<file path="config.mk">
export PLATFORM = sky130hd
export DESIGN_NAME = radio_frame_config_controls
export DESIGN_NICKNAME = d
export VERILOG_FILES = /design/src/frame_cfg_pkg.sv /design/src/radio_frame_config_controls.sv
export SDC_FILE = /design/constraint.sdc
export NUM_CORES = 1
export LEC_CHECK = 0
export ABC_AREA = 1
export BUFFER_PORTS_ARGS = -buffer_cell sky130_fd_sc_hd__buf_2
export CAP_MARGIN = 20
export CORE_AREA = 2 2 128 130
export DETAILED_ROUTE_END_ITERATION = 7
export DIE_AREA = 0 0 130 132
export PLACE_DENSITY = 0.55
export SLEW_MARGIN = 20
export SYNTH_ARGS = -nofsm -noshare
export SYNTH_HDL_FRONTEND = slang
export SYNTH_SLANG_ARGS = --single-unit
export TNS_END_PERCENT = 1
</file>
<file path="constraint.sdc">
create_clock -name mclk_i -period 2.5 [get_ports mclk_i]
set_clock_uncertainty 0.2 [all_clocks]
set_input_delay 0.125 -clock mclk_i [delete_from_list [all_inputs] [get_ports mclk_i]]
set_output_delay 0.125 -clock mclk_i [all_outputs]
set_load 0.02 [all_outputs]
</file>
<file path="src/frame_cfg_pkg.sv">
// Constants and types shared by the frame configuration controls.
// Operation
// - Uncorrectable code error aborts frame, receiver off.
// - Auto re-enable restarts preamble search after abort.
// - Every uncorrectable code error inside a frame sets event bit.
// - Abort disabled: demodulate to header length.
// - Seed clear: check sequence starts all zeros.
// - Seed set: check sequence starts all ones.
// - Format 00: standard header, 127 octet payload.
// - Format 11: long header, up to 1023 octets.
// - Both nodes need the same header format.
// - Boost on at 6.8M: power by length.
// - Boost off: power set per frame phase.
// - Low rate: long delimiter, 110 kbps mode.
// - Default rate: short delimiter, rate from header.
package frame_cfg_pkg;

    localparam logic [7:0] SYSCFG_OFFSET = 8'h04;
    localparam logic [7:0] EVENT_STATUS_OFFSET = 8'h0f;
    localparam logic [31:0] SYSCFG_RESET = 32'h0000_0000;

    localparam int RS_ABORT_DIS_BIT = 14;
    localparam int FCS_SEED_BIT = 15;
    localparam int HDR_FMT_LSB = 16;
    localparam int BOOST_DIS_BIT = 18;
    localparam int LOW_RATE_BIT = 22;
    localparam int AUTO_REEN_BIT = 29;
    localparam int RS_EVENT_BIT = 16;

    // Writable bits; reserved ranges 21..19 and 27..23 read back as zero.
    localparam logic [31:0] SYSCFG_WMASK = 32'hf047_ffff;

    localparam logic [1:0] HDR_FMT_STD = 2'h0;
    localparam logic [1:0] HDR_FMT_LONG = 2'h3;

    localparam logic [9:0] STD_MAX_LEN = 10'h07f;
    localparam logic [9:0] LONG_MAX_LEN = 10'h3ff;

    localparam logic [15:0] FCS_SEED_ZERO = 16'h0000;
    localparam logic [15:0] FCS_SEED_ONES = 16'hffff;

    // Length thresholds (octets) for the boosted power classes.
    localparam logic [9:0] BOOST_LEN_SHORT = 10'h010;
    localparam logic [9:0] BOOST_LEN_MID = 10'h040;
    localparam logic [9:0] BOOST_LEN_LONG = 10'h080;

    typedef struct packed {
        logic auto_reenable;
        logic low_rate;
        logic boost_dis;
        logic [1:0] hdr_fmt;
        logic fcs_seed_ones;
        logic rs_abort_dis;
    } cfg_s;

    typedef enum logic [1:0] {
        RX_OFF,
        RX_HUNT,
        RX_FRAME
    } rx_state_e;

endpackage

</file>
<file path="src/radio_frame_config_controls.sv">
// Configuration register and the frame controls it steers.
`timescale 1ns/10ps
module radio_frame_config_controls (
    input wire logic mclk_i,
    input wire logic rstn_i,
    // Register port.
    input wire logic reg_wr_i,
    input wire logic [7:0] reg_addr_i,
    input wire logic [31:0] reg_wdata_i,
    output logic [31:0] reg_rdata_o,
    // Receiver side.
    input wire logic rx_enable_i,
    input wire logic rx_disable_i,
    input wire logic sfd_found_i,
    input wire logic hdr_valid_i,
    input wire logic [9:0] hdr_len_i,
    input wire logic hdr_rate_6m8_i,
    input wire logic rx_octet_i,
    input wire logic rs_uncorrectable_i,
    output logic rx_on_o,
    output logic rx_in_frame_o,
    output logic rx_abort_o,
    output logic rx_done_o,
    output logic rx_len_error_o,
    output logic rx_long_sfd_o,
    output logic rx_rate_110k_o,
    output logic rx_rate_6m8_o,
    output logic rs_error_event_o,
    // Transmit side.
    input wire logic tx_start_i,
    input wire logic tx_rate_6m8_i,
    input wire logic [9:0] tx_frame_length_i,
    input wire logic [1:0] tx_phase_i,
    input wire logic [31:0] tx_power_table_i,
    output logic [7:0] tx_power_o,
    output logic [15:0] fcs_seed_o,
    output logic [1:0] hdr_format_o,
    output logic [9:0] max_len_o,
    output logic hdr_format_bad_o
);

    // All state sits in the mclk_i domain; inputs are taken as synchronous.
    logic [31:0] syscfg_q;
    logic rs_event_q;
    // Receiver sequence state.
    frame_cfg_pkg::rx_state_e state_q;
    frame_cfg_pkg::rx_state_e state_d;
    logic [9:0] len_q;
    logic [9:0] len_d;
    logic [9:0] cnt_q;
    logic [9:0] cnt_d;
    logic rx_6m8_q;
    logic rx_6m8_d;
    // Registered pulse outputs.
    logic abort_q;
    logic done_q;
    logic len_err_q;
    // Transmit side registers.
    logic [15:0] seed_q;
    logic [7:0] power_q;

    // Decoded configuration fields.
    frame_cfg_pkg::cfg_s cfg;
    assign cfg.auto_reenable = syscfg_q[frame_cfg_pkg::AUTO_REEN_BIT];
    assign cfg.low_rate = syscfg_q[frame_cfg_pkg::LOW_RATE_BIT];
    assign cfg.boost_dis = syscfg_q[frame_cfg_pkg::BOOST_DIS_BIT];
    assign cfg.hdr_fmt = syscfg_q[frame_cfg_pkg::HDR_FMT_LSB +: 2];
    assign cfg.fcs_seed_ones = syscfg_q[frame_cfg_pkg::FCS_SEED_BIT];
    assign cfg.rs_abort_dis = syscfg_q[frame_cfg_pkg::RS_ABORT_DIS_BIT];

    // Register decode.
    wire cfg_sel = reg_addr_i == frame_cfg_pkg::SYSCFG_OFFSET;
    wire evt_sel = reg_addr_i == frame_cfg_pkg::EVENT_STATUS_OFFSET;
    wire cfg_wr = reg_wr_i && cfg_sel;
    wire evt_clr = reg_wr_i && evt_sel && reg_wdata_i[frame_cfg_pkg::RS_EVENT_BIT];

    // Reserved positions are masked off, so a stray one there does no harm.
    wire [31:0] cfg_wval = reg_wdata_i & frame_cfg_pkg::SYSCFG_WMASK;

    // Write one to the event bit to clear it; a zero leaves the event alone.
    wire [31:0] evt_rdata = (32'h0000_0001 << frame_cfg_pkg::RS_EVENT_BIT) & {32{rs_event_q}};

    // Reads are combinational; other addresses return zero.
    assign reg_rdata_o = cfg_sel ? syscfg_q :
        evt_sel ? evt_rdata :
        32'h0000_0000;

    // Only whole-word writes exist; the mask clears the reserved positions.
    always_ff @(posedge mclk_i or negedge rstn_i) begin
        if (!rstn_i) begin
            syscfg_q <= frame_cfg_pkg::SYSCFG_RESET;
        end else if (cfg_wr) begin
            syscfg_q <= cfg_wval;
        end
    end

    // Header format decode.
    // Standard format length
    wire fmt_std = cfg.hdr_fmt == frame_cfg_pkg::HDR_FMT_STD;
    wire fmt_long = cfg.hdr_fmt == frame_cfg_pkg::HDR_FMT_LONG;
    wire [9:0] max_len = fmt_long ? frame_cfg_pkg::LONG_MAX_LEN : frame_cfg_pkg::STD_MAX_LEN;
    // Unsupported codes fall back to the standard limit and are flagged.
    // Unsupported format flag
    assign hdr_format_bad_o = !(fmt_std || fmt_long);
    // Format shared with peer
    // Both nodes must agree on the format; the block only exports it.
    assign hdr_format_o = cfg.hdr_fmt;
    assign max_len_o = max_len;

    assign rx_long_sfd_o = cfg.low_rate;
    assign rx_rate_110k_o = cfg.low_rate;
    // The header's rate counts only while the low rate mode is off.
    assign rx_rate_6m8_o = !cfg.low_rate && rx_6m8_q;

    // Receiver sequence.
    wire in_frame = state_q == frame_cfg_pkg::RX_FRAME;
    // Outside frames code error pulses are ignored.
    wire rs_hit = in_frame && rs_uncorrectable_i;
    wire rs_abort = rs_hit && !cfg.rs_abort_dis;
    wire hdr_take = in_frame && hdr_valid_i;
    wire len_over = hdr_len_i > max_len;
    // Length 0 ends the frame on its first octet, like length 1.
    wire octet_last = in_frame && rx_octet_i && (cnt_q + 10'h001 >= len_q) && !rs_abort;
    // After the frame or an abort the receiver either rests or hunts again.
    wire [1:0] rest_state = cfg.auto_reenable ? frame_cfg_pkg::RX_HUNT : frame_cfg_pkg::RX_OFF;

    always_comb begin
        state_d = state_q;
        len_d = len_q;
        cnt_d = cnt_q;
        rx_6m8_d = rx_6m8_q;
        unique case (state_q)
            frame_cfg_pkg::RX_OFF: begin
                if (rx_enable_i) begin
                    state_d = frame_cfg_pkg::RX_HUNT;
                end
            end
            frame_cfg_pkg::RX_HUNT: begin
                if (sfd_found_i) begin
                    state_d = frame_cfg_pkg::RX_FRAME;
                    // Before a header arrives the format's limit bounds the frame.
                    len_d = max_len;
                    cnt_d = 10'h000;
                end
            end
            frame_cfg_pkg::RX_FRAME: begin
                if (rs_abort) begin
                    state_d = frame_cfg_pkg::rx_state_e'(rest_state);
                end else if (hdr_take) begin
                    // Run to header length
                    // A corrupt oversized length is clamped to the format's limit.
                    len_d = len_over ? max_len : hdr_len_i;
                    rx_6m8_d = hdr_rate_6m8_i;
                end else if (rx_octet_i) begin
                    cnt_d = cnt_q + 10'h001;
                    if (octet_last) begin
                        state_d = frame_cfg_pkg::rx_state_e'(rest_state);
                    end
                end
            end
            default: begin
                state_d = frame_cfg_pkg::RX_OFF;
            end
        endcase
        // Disable outranks every other cause, an abort included.
        if (rx_disable_i) begin
            state_d = frame_cfg_pkg::RX_OFF;
        end
    end

    // Registered pulse causes; rx_disable_i suppresses both end pulses.
    wire abort_d = rs_abort && !rx_disable_i;
    wire done_d = octet_last && !hdr_take && !rx_disable_i;
    wire len_err_d = hdr_take && len_over;

    always_ff @(posedge mclk_i or negedge rstn_i) begin
        if (!rstn_i) begin
            state_q <= frame_cfg_pkg::RX_OFF;
        end else begin
            state_q <= state_d;
        end
    end

    always_ff @(posedge mclk_i or negedge rstn_i) begin
        if (!rstn_i) begin
            len_q <= 10'h000;
        end else begin
            len_q <= len_d;
        end
    end

    // Counts payload octets of the current frame.
    always_ff @(posedge mclk_i or negedge rstn_i) begin
        if (!rstn_i) begin
            cnt_q <= 10'h000;
        end else begin
            cnt_q <= cnt_d;
        end
    end

    always_ff @(posedge mclk_i or negedge rstn_i) begin
        if (!rstn_i) begin
            rx_6m8_q <= 1'b0;
        end else begin
            rx_6m8_q <= rx_6m8_d;
        end
    end

    always_ff @(posedge mclk_i or negedge rstn_i) begin
        if (!rstn_i) begin
            abort_q <= 1'b0;
        end else begin
            abort_q <= abort_d;
        end
    end

    always_ff @(posedge mclk_i or negedge rstn_i) begin
        if (!rstn_i) begin
            done_q <= 1'b0;
        end else begin
            done_q <= done_d;
        end
    end

    always_ff @(posedge mclk_i or negedge rstn_i) begin
        if (!rstn_i) begin
            len_err_q <= 1'b0;
        end else begin
            len_err_q <= len_err_d;
        end
    end

    assign rx_on_o = state_q != frame_cfg_pkg::RX_OFF;
    assign rx_in_frame_o = in_frame;
    assign rx_abort_o = abort_q;
    assign rx_done_o = done_q;
    assign rx_len_error_o = len_err_q;

    // Sticky event; a new error in the clearing cycle wins over the clear.
    // Record code error
    always_ff @(posedge mclk_i or negedge rstn_i) begin
        if (!rstn_i) begin
            rs_event_q <= 1'b0;
        end else begin
            rs_event_q <= rs_hit || (rs_event_q && !evt_clr);
        end
    end
    assign rs_error_event_o = rs_event_q;

    // Check sequence seed is taken at each frame start, both directions.
    // Zero seed
    // Ones seed
    // A receive frame starts when the delimiter is seen while hunting.
    wire rx_frame_start = state_q == frame_cfg_pkg::RX_HUNT && sfd_found_i;
    wire frame_start = tx_start_i || rx_frame_start;
    wire [15:0] seed_sel = cfg.fcs_seed_ones ? frame_cfg_pkg::FCS_SEED_ONES :
        frame_cfg_pkg::FCS_SEED_ZERO;
    // A change of the seed bit in mid-frame takes effect at the next frame.

    always_ff @(posedge mclk_i or negedge rstn_i) begin
        if (!rstn_i) begin
            seed_q <= frame_cfg_pkg::FCS_SEED_ZERO;
        end else if (frame_start) begin
            seed_q <= seed_sel;
        end
    end
    assign fcs_seed_o = seed_q;

    // Transmit power. Boosted frames pick one table byte by length class;
    // the host must pace them, since nothing here limits the frame rate.
    // Power by length
    wire boost = !cfg.boost_dis && tx_rate_6m8_i;
    // Shorter boosted frames get the stronger table entries.
    wire len_lt_short = tx_frame_length_i < frame_cfg_pkg::BOOST_LEN_SHORT;
    wire len_lt_mid = tx_frame_length_i < frame_cfg_pkg::BOOST_LEN_MID;
    wire len_lt_long = tx_frame_length_i < frame_cfg_pkg::BOOST_LEN_LONG;
    wire [1:0] len_class = len_lt_short ? 2'h3 :
        len_lt_mid ? 2'h2 :
        len_lt_long ? 2'h1 : 2'h0;
    // Outside boost the phase input picks the byte directly.
    // Power per phase
    wire [1:0] pwr_idx = boost ? len_class : tx_phase_i;
    wire [7:0] pwr_sel = tx_power_table_i[{pwr_idx, 3'h0} +: 8];

    always_ff @(posedge mclk_i or negedge rstn_i) begin
        if (!rstn_i) begin
            power_q <= 8'h00;
        end else begin
            power_q <= pwr_sel;
        end
    end
    assign tx_power_o = power_q;

endmodule // radio_frame_config_controls

</file>
### Word-level counts from Yosys, hierarchy flattened

Index checks and enable logic that the tools add are counted.

| word-level totals | value |
|---|---|
| bits in registers | 75 |
| input port bits | 106 |
| word-level logic and storage cells | 97 |

| operators by class | value |
|---|---|
| $add $sub $neg | 1 |
| $lt $le $gt $ge | 5 |
| equal/unequal tests | 15 |
| shift operators | 1 |
| mux-type cells | 27 |
| bitwise operators | 1 |
| reductions and logical operators | 36 |

Operators by type and width:

| operator | count |
|---|---|
| 10-bit 2-to-1 mux | 9 |
| 10-bit one-hot mux with 2 select lines | 2 |
| 32-bit 2-to-1 mux | 1 |
| 32-bit by 6-bit indexed part select with 8-bit output | 1 |
| 2-bit 2-to-1 mux | 10 |
| 1-bit logical AND | 17 |
| 17-bit 2-to-1 mux | 1 |
| 16-bit 2-to-1 mux | 1 |
| 10-bit by 1-bit adder with 10-bit output, second input constant | 1 |
| 10-bit greater-or-equal comparator | 1 |
| 10-bit greater-than comparator | 1 |
| 10-bit by 5-bit < comparator with 1-bit output, second input constant | 1 |
| 10-bit by 7-bit < comparator with 1-bit output, second input constant | 1 |
| 10-bit by 8-bit < comparator with 1-bit output, second input constant | 1 |
| 5-bit AND reduction | 2 |
| 8-bit by 3-bit == test with 1-bit output, second input constant | 1 |
| 8-bit by 4-bit == test with 1-bit output, second input constant | 1 |
| 1-bit logical NOT | 8 |
| 2-bit inequality test, second input constant | 4 |
| 3-bit inequality test, second input constant | 2 |
| 2-bit one-hot mux with 3 select lines | 1 |
| 2-bit == test, second input constant | 2 |
| 2-bit logical NOT | 2 |
| 4-bit by 2-bit inequality test with 1-bit output, second input constant | 1 |
| 10 further kinds | 14 |

### Logic depth before layout (Yosys ltp)

| depth | value |
|---|---|
| depth after elaboration | 11 |
| depth in mapped cells | 18 |
| depth with buffers taken out | 18 |

### Worst setup path before layout

OpenSTA, ideal clock, no wires.

| timing | value |
|---|---|
| kind | register to register |
| from | register cnt_q[0] |
| to | register state_q[1] |
| library setup time | 0.113 ns |
| arrival time | 2.042 ns |
| data required time | 2.187 ns |
| path slack | 0.145 ns |
| cell stages (with the launch flop) | 19 |
| buffers on the path | 0 |
| path through | dfrtp_1 > ha_1 > nand2_1 > nor2_1 > nand4_1 > nor2_1 > nand2_1 > nand2_1 > inv_1 > ha_1 > nand2_1 > nor2_1 > nand3_1 > nand3_1 > nand2_1 > nand2_1 > nand3_1 > nand2_1 > inv_1 |

| between the ends | value |
|---|---|
| word-level cells in the longest chain between the ends | 6 |

Ends and longest elaborated chain:

| item | line | text |
|---|---|---|
| from (decl) | radio_frame_config_controls.sv:50 | `logic [9:0] cnt_q;` |
| from (signal assigned) | radio_frame_config_controls.sv:197 | `cnt_q <= cnt_d;` |
| 10-bit by 1-bit adder with 10-bit output | radio_frame_config_controls.sv:123 | `wire octet_last = in_frame && rx_octet_i && (cnt_q + 10'h001 >= len_q) && !rs_abort;` |
| 10-bit greater-or-equal comparator | radio_frame_config_controls.sv:123 |  |
| 1-bit logical AND (2 in a row) | radio_frame_config_controls.sv:123 |  |
| 4-bit by 2-bit inequality test with 1-bit output (no line) | - |  |
| 5-bit AND reduction (no line) | - |  |
| to (signal assigned) | radio_frame_config_controls.sv:178 | `state_q <= frame_cfg_pkg::RX_OFF;` |
| to (signal assigned) | radio_frame_config_controls.sv:180 | `state_q <= state_d;` |
| to (decl) | radio_frame_config_controls.sv:46 | `frame_cfg_pkg::rx_state_e state_q;` |

Every way passes these cells.
A chain may end at the register's enable or synchronous reset.

### Worst setup path in the final report

| timing | value |
|---|---|
| from | register cnt_q[1] |
| to | register state_q[0] |

The elaborated chain is that of the path after synthesis.

==> key figures <==
Outcome
  – Outcome: complete, no violations

STA
  – Max-slew violations: 0
  – Unrepaired setup endpoints after global routing: yes
  – Worst slew pin tran: 0.674 ns
  – Final-report hold violation count: 0
  – F_max: 416 MHz
  – Period utilisation layout: 96.1%
  – Fin crit period: 2.40 ns
  – Final setup margin: 0.0963 ns
  – Slew headroom: 54.8%
  – # setup viols final: 0

Worst setup path
  – RR Startpoint: cnt_q[1]
  – CP startpoint kind: flip-flop
  – Setup slack, reg-to-reg: 0.1 ns
  – CP dominant cell by count: nand2_2
  – Max incr delay on CP: 0.36 ns
  – Top delay family on crit path: simple AND/OR/NAND/NOR gates
  – Reg2reg end: state_q[0]
  – CP Capture Type: flip-flop
  – Worst-path fanout max: 3
  – CP bufs+invs: 1
  – Crit-path cells: ha_2 > nand2_1 > nor2_2 > nand4_1 > nor2_1 > nand2_1 > nand2_2 > inv_1 > ha_1 > nand2_2 > nor2_2 > nand3_1 > nand3_2 > nand2_2 > nand2_2 > nand3_1 > a21oi_1
  – CP max stage cell: dfrtp_1
  – CP Class: reg2reg
  – CP required: 2.57 ns
  – Arr. time, crit path: 2.47 ns
  – Reg2reg path depth: 17

Power
  – Flop pwr share: 32.8%
  – Leak: 3.04 nW
  – Worst ir drop on vdd: 0.288 mV
  – Clock Power Share: 35.3%
  – Comb pwr share: 31.8%
  – Power after layout: 0.00366 W
  – Switching Share: 36.1%
  – Power Density: 649 nW/um2
  – Net Sw Power: 0.00132 W
  – Internal power: 0.00234 W

Synth
  – Post-synth top flop: dfrtp_1
  – Cell taking the most area after synthesis: dfrtp_1
  – Flop and latch count out of synthesis: 60
  – Yosys warnings: 0
  – Synth top area cells: dfrtp_1 40%, nand2_1 9.3%, inv_1 7.6%
  – Post-synth top area share: 40.4%
  – Yosys cell types: 35
  – Synth top cells by count: 92 x nand2_1, 75 x inv_1, 66 x nor2_1, 60 x dfrtp_1, 37 x buf_4
  – Most frequent cell after synthesis: nand2_1
  – EDFF count, synth: 0
  – Synthesized area: 3720 um2
  – Cell count after synthesis: 493
  – Post-Syn Area per Cell: 7.54 um2
  – Synth async-reset ratio: 100%
  – Sequential element share of the synthesized area: 40.4%

Global route
  – Number of global-route vias before repair: 3798
  – First-pass GRT wire length: 18.2 mm
  – GRT Util Overall: 13.5%
  – Largest net degree at the start of global routing: 39
  – Initial antenna violation count: 0
  – Gr ovfl total: 0

Detailed routing
  – Drt pass-1 iters: 4
  – Vias: 3770
  – Iter 0 DRT Violations: 103
  – Residual DRC count: 0
  – Drt via density: 4.07
  – WL per Instance: 12.0 um
  – Post-route ant nets: 0
  – Final wirelength: 11.1 mm

Clocking
  – Clk Latency, worst-skew pair: 0.34 ns
  – Root buffer cell: clkbuf_16
  – TritonCTS Buffers: 9
  – Clk sink count: 60
  – Reg clk slew, reported paths: 0.06 ns
  – TritonCTS clock tree: yes
  – Max clock buf depth: 2
  – CTS HTree Levels: 3

Min path
  – Min-delay worst type: in2reg
  – WHS Path Cells: 6
  – Start point of the worst hold path: reg_addr_i[5]
  – Hold Path Sink: syscfg_q[12]

Placed design
  – DP Area: 4530 um2
  – Place WS: -0.0268 ns
  – # port buffers: 156
  – DP Wirelength: 7.84 mm
  – Gpl congestion: 0.824

Floorplan
  – Die Y: 132 um
  – Std cell rows: 46
  – Die area: 17200 um2
  – Die X: 130 um
  – Total core area: 15700 um2
  – I/O pin cnt: 184
  – Initial core utilization: 23.7%

Cells and area
  – Area grow syn2layout: 51.5%
  – Post-route cell area: 5630 um2
  – Post-layout nets: 827
  – Layout cell share with drive strength beyond 1: 29.7%
  – ANT cells: 0
  – FILL cells: 1603

Job
  – MaxCap Viol Count: 0
-- sequential cells by signal, indices dropped and copies added (netlist names) --
| register | cells |
|---|---|
| cnt_q | 10 |
| state_q | 2 |
| tx_power_o | 8 |
| rs_error_event_o | 1 |
| rx_abort_o | 1 |
| rx_6m8_q | 1 |
| fcs_seed_o | 1 |
| syscfg_q | 24 |
| len_q | 10 |
| rx_done_o | 1 |
| rx_len_error_o | 1 |
-- layout by cell type, fill, tap and decap left out, types with 9 or more instances in the layout --
| cell | synthesis | routed |
|---|---|---|
| inv_1 | 75 | 75 |
| nand3_1 | 33 | 32 |
| a21oi_1 | 15 | 15 |
| dfrtp_1 | 60 | 60 |
| o21ai_0 | 19 | 18 |
| buf_2 | 6 | 156 |
| nand2_2 | 6 | 11 |
| ha_1 | 15 | 14 |
| o22ai_1 | 16 | 16 |
| clkbuf_16 | 0 | 9 |
| nand2_1 | 92 | 87 |
| conb_1 | 2 | 15 |
| dlygate4sd3_1 | 0 | 74 |
| nor2_1 | 66 | 64 |
-- cell families (layout without fill, tap and decap cells) --
| family | count (synthesis) | after routing | synth area share [%] |
|---|---|---|---|
| AND/OR/NAND/NOR | 217 | 217 | 25.8 |
| buffers and inverters | 130 | 335 | 17.5 |
| flip-flops | 60 | 60 | 40.4 |
| adder cells (fa/ha/maj) | 15 | 15 | 5.05 |
| XOR/XNOR | 4 | 4 | 0.942 |
| AO/OA/AOI/OAI | 65 | 65 | 10.1 |
| other | 2 | 15 | 0.202 |
-- tightest hold or removal path, delay by kind of cell --
family | cells | cell delay, ns
buf+inv | 2 | 0.16
simple gates | 4 | 0.24
-- area by class of cell --
| type | instances | area, um2 | share of cell area (%) |
|---|---|---|---|
| multi-input cells | 316 | 1650 | 29.4 |
| repair buffers | 238 | 1590 | 28.3 |
| flip-flops and latches | 60 | 1500 | 26.7 |
| inverters | 81 | 307 | 5.44 |
| well taps | 216 | 270 | 4.80 |
| clock buffers | 9 | 225 | 4.00 |
| clock inverters | 7 | 81.3 | 1.44 |
-- worst max path at each step --
stage,from,endpoint,depth (start not counted)
6_report,cnt_q[1],state_q[0],17
5_1_grt,cnt_q[1],state_q[1],18
4_1_cts,cnt_q[1],state_q[1],18
3_5_place_dp,cnt_q[1],state_q[1],18
3_3_place_gp,cnt_q[0],state_q[1],18
2_1_floorplan,cnt_q[0],state_q[1],18
-- stage by stage --
stage	setup TNS [ns]	std cells	hold WS [ns]	utilization (%)
after floorplan	0	506	-0.371	-
after global placement	0	835	-0.0177	28.8
after detailed placement	-0.0476	835	-0.0252	28.8
after CTS	0	925	0.00340	35.5
after global routing	-0.181	927	0.0223	35.8
final	0	927	0.0178	35.8
-- metal layers --
layer	part of all wire, %	GRT usage [%]	wire, um	up-vias
met5	0	0	0	-
met4	2.6	5.56	293	0
met3	6.5	4.42	718	19
met2	48	22.6	5320	147
met1	43	15.9	4780	1669
li1	-	-	-	1935
-- power by group through the flow --
stage	Clock, W	Sequential (W)	Combinational [W]
floorplan	0	0.00125	0.000760
global placement	0	0.00121	0.00106
detailed placement	0	0.00121	0.00107
CTS	0.00133	0.00120	0.00115
global route	0.00137	0.00122	0.00130
finish	0.00129	0.00120	0.00116
-- what timing repair did --
action / 4_1_cts / 5_1_grt
resized for setup: 1 / 11
gates cloned: 0 / 0
pin swaps: 0 / 4
hold endpoints to repair: 71 / 0
setup buffers: 0 / 2
hold buffers: 74 / 0
endpoints found under the setup margin: 2 / 3
Note: power is estimated with default switching activity, not from simulation.
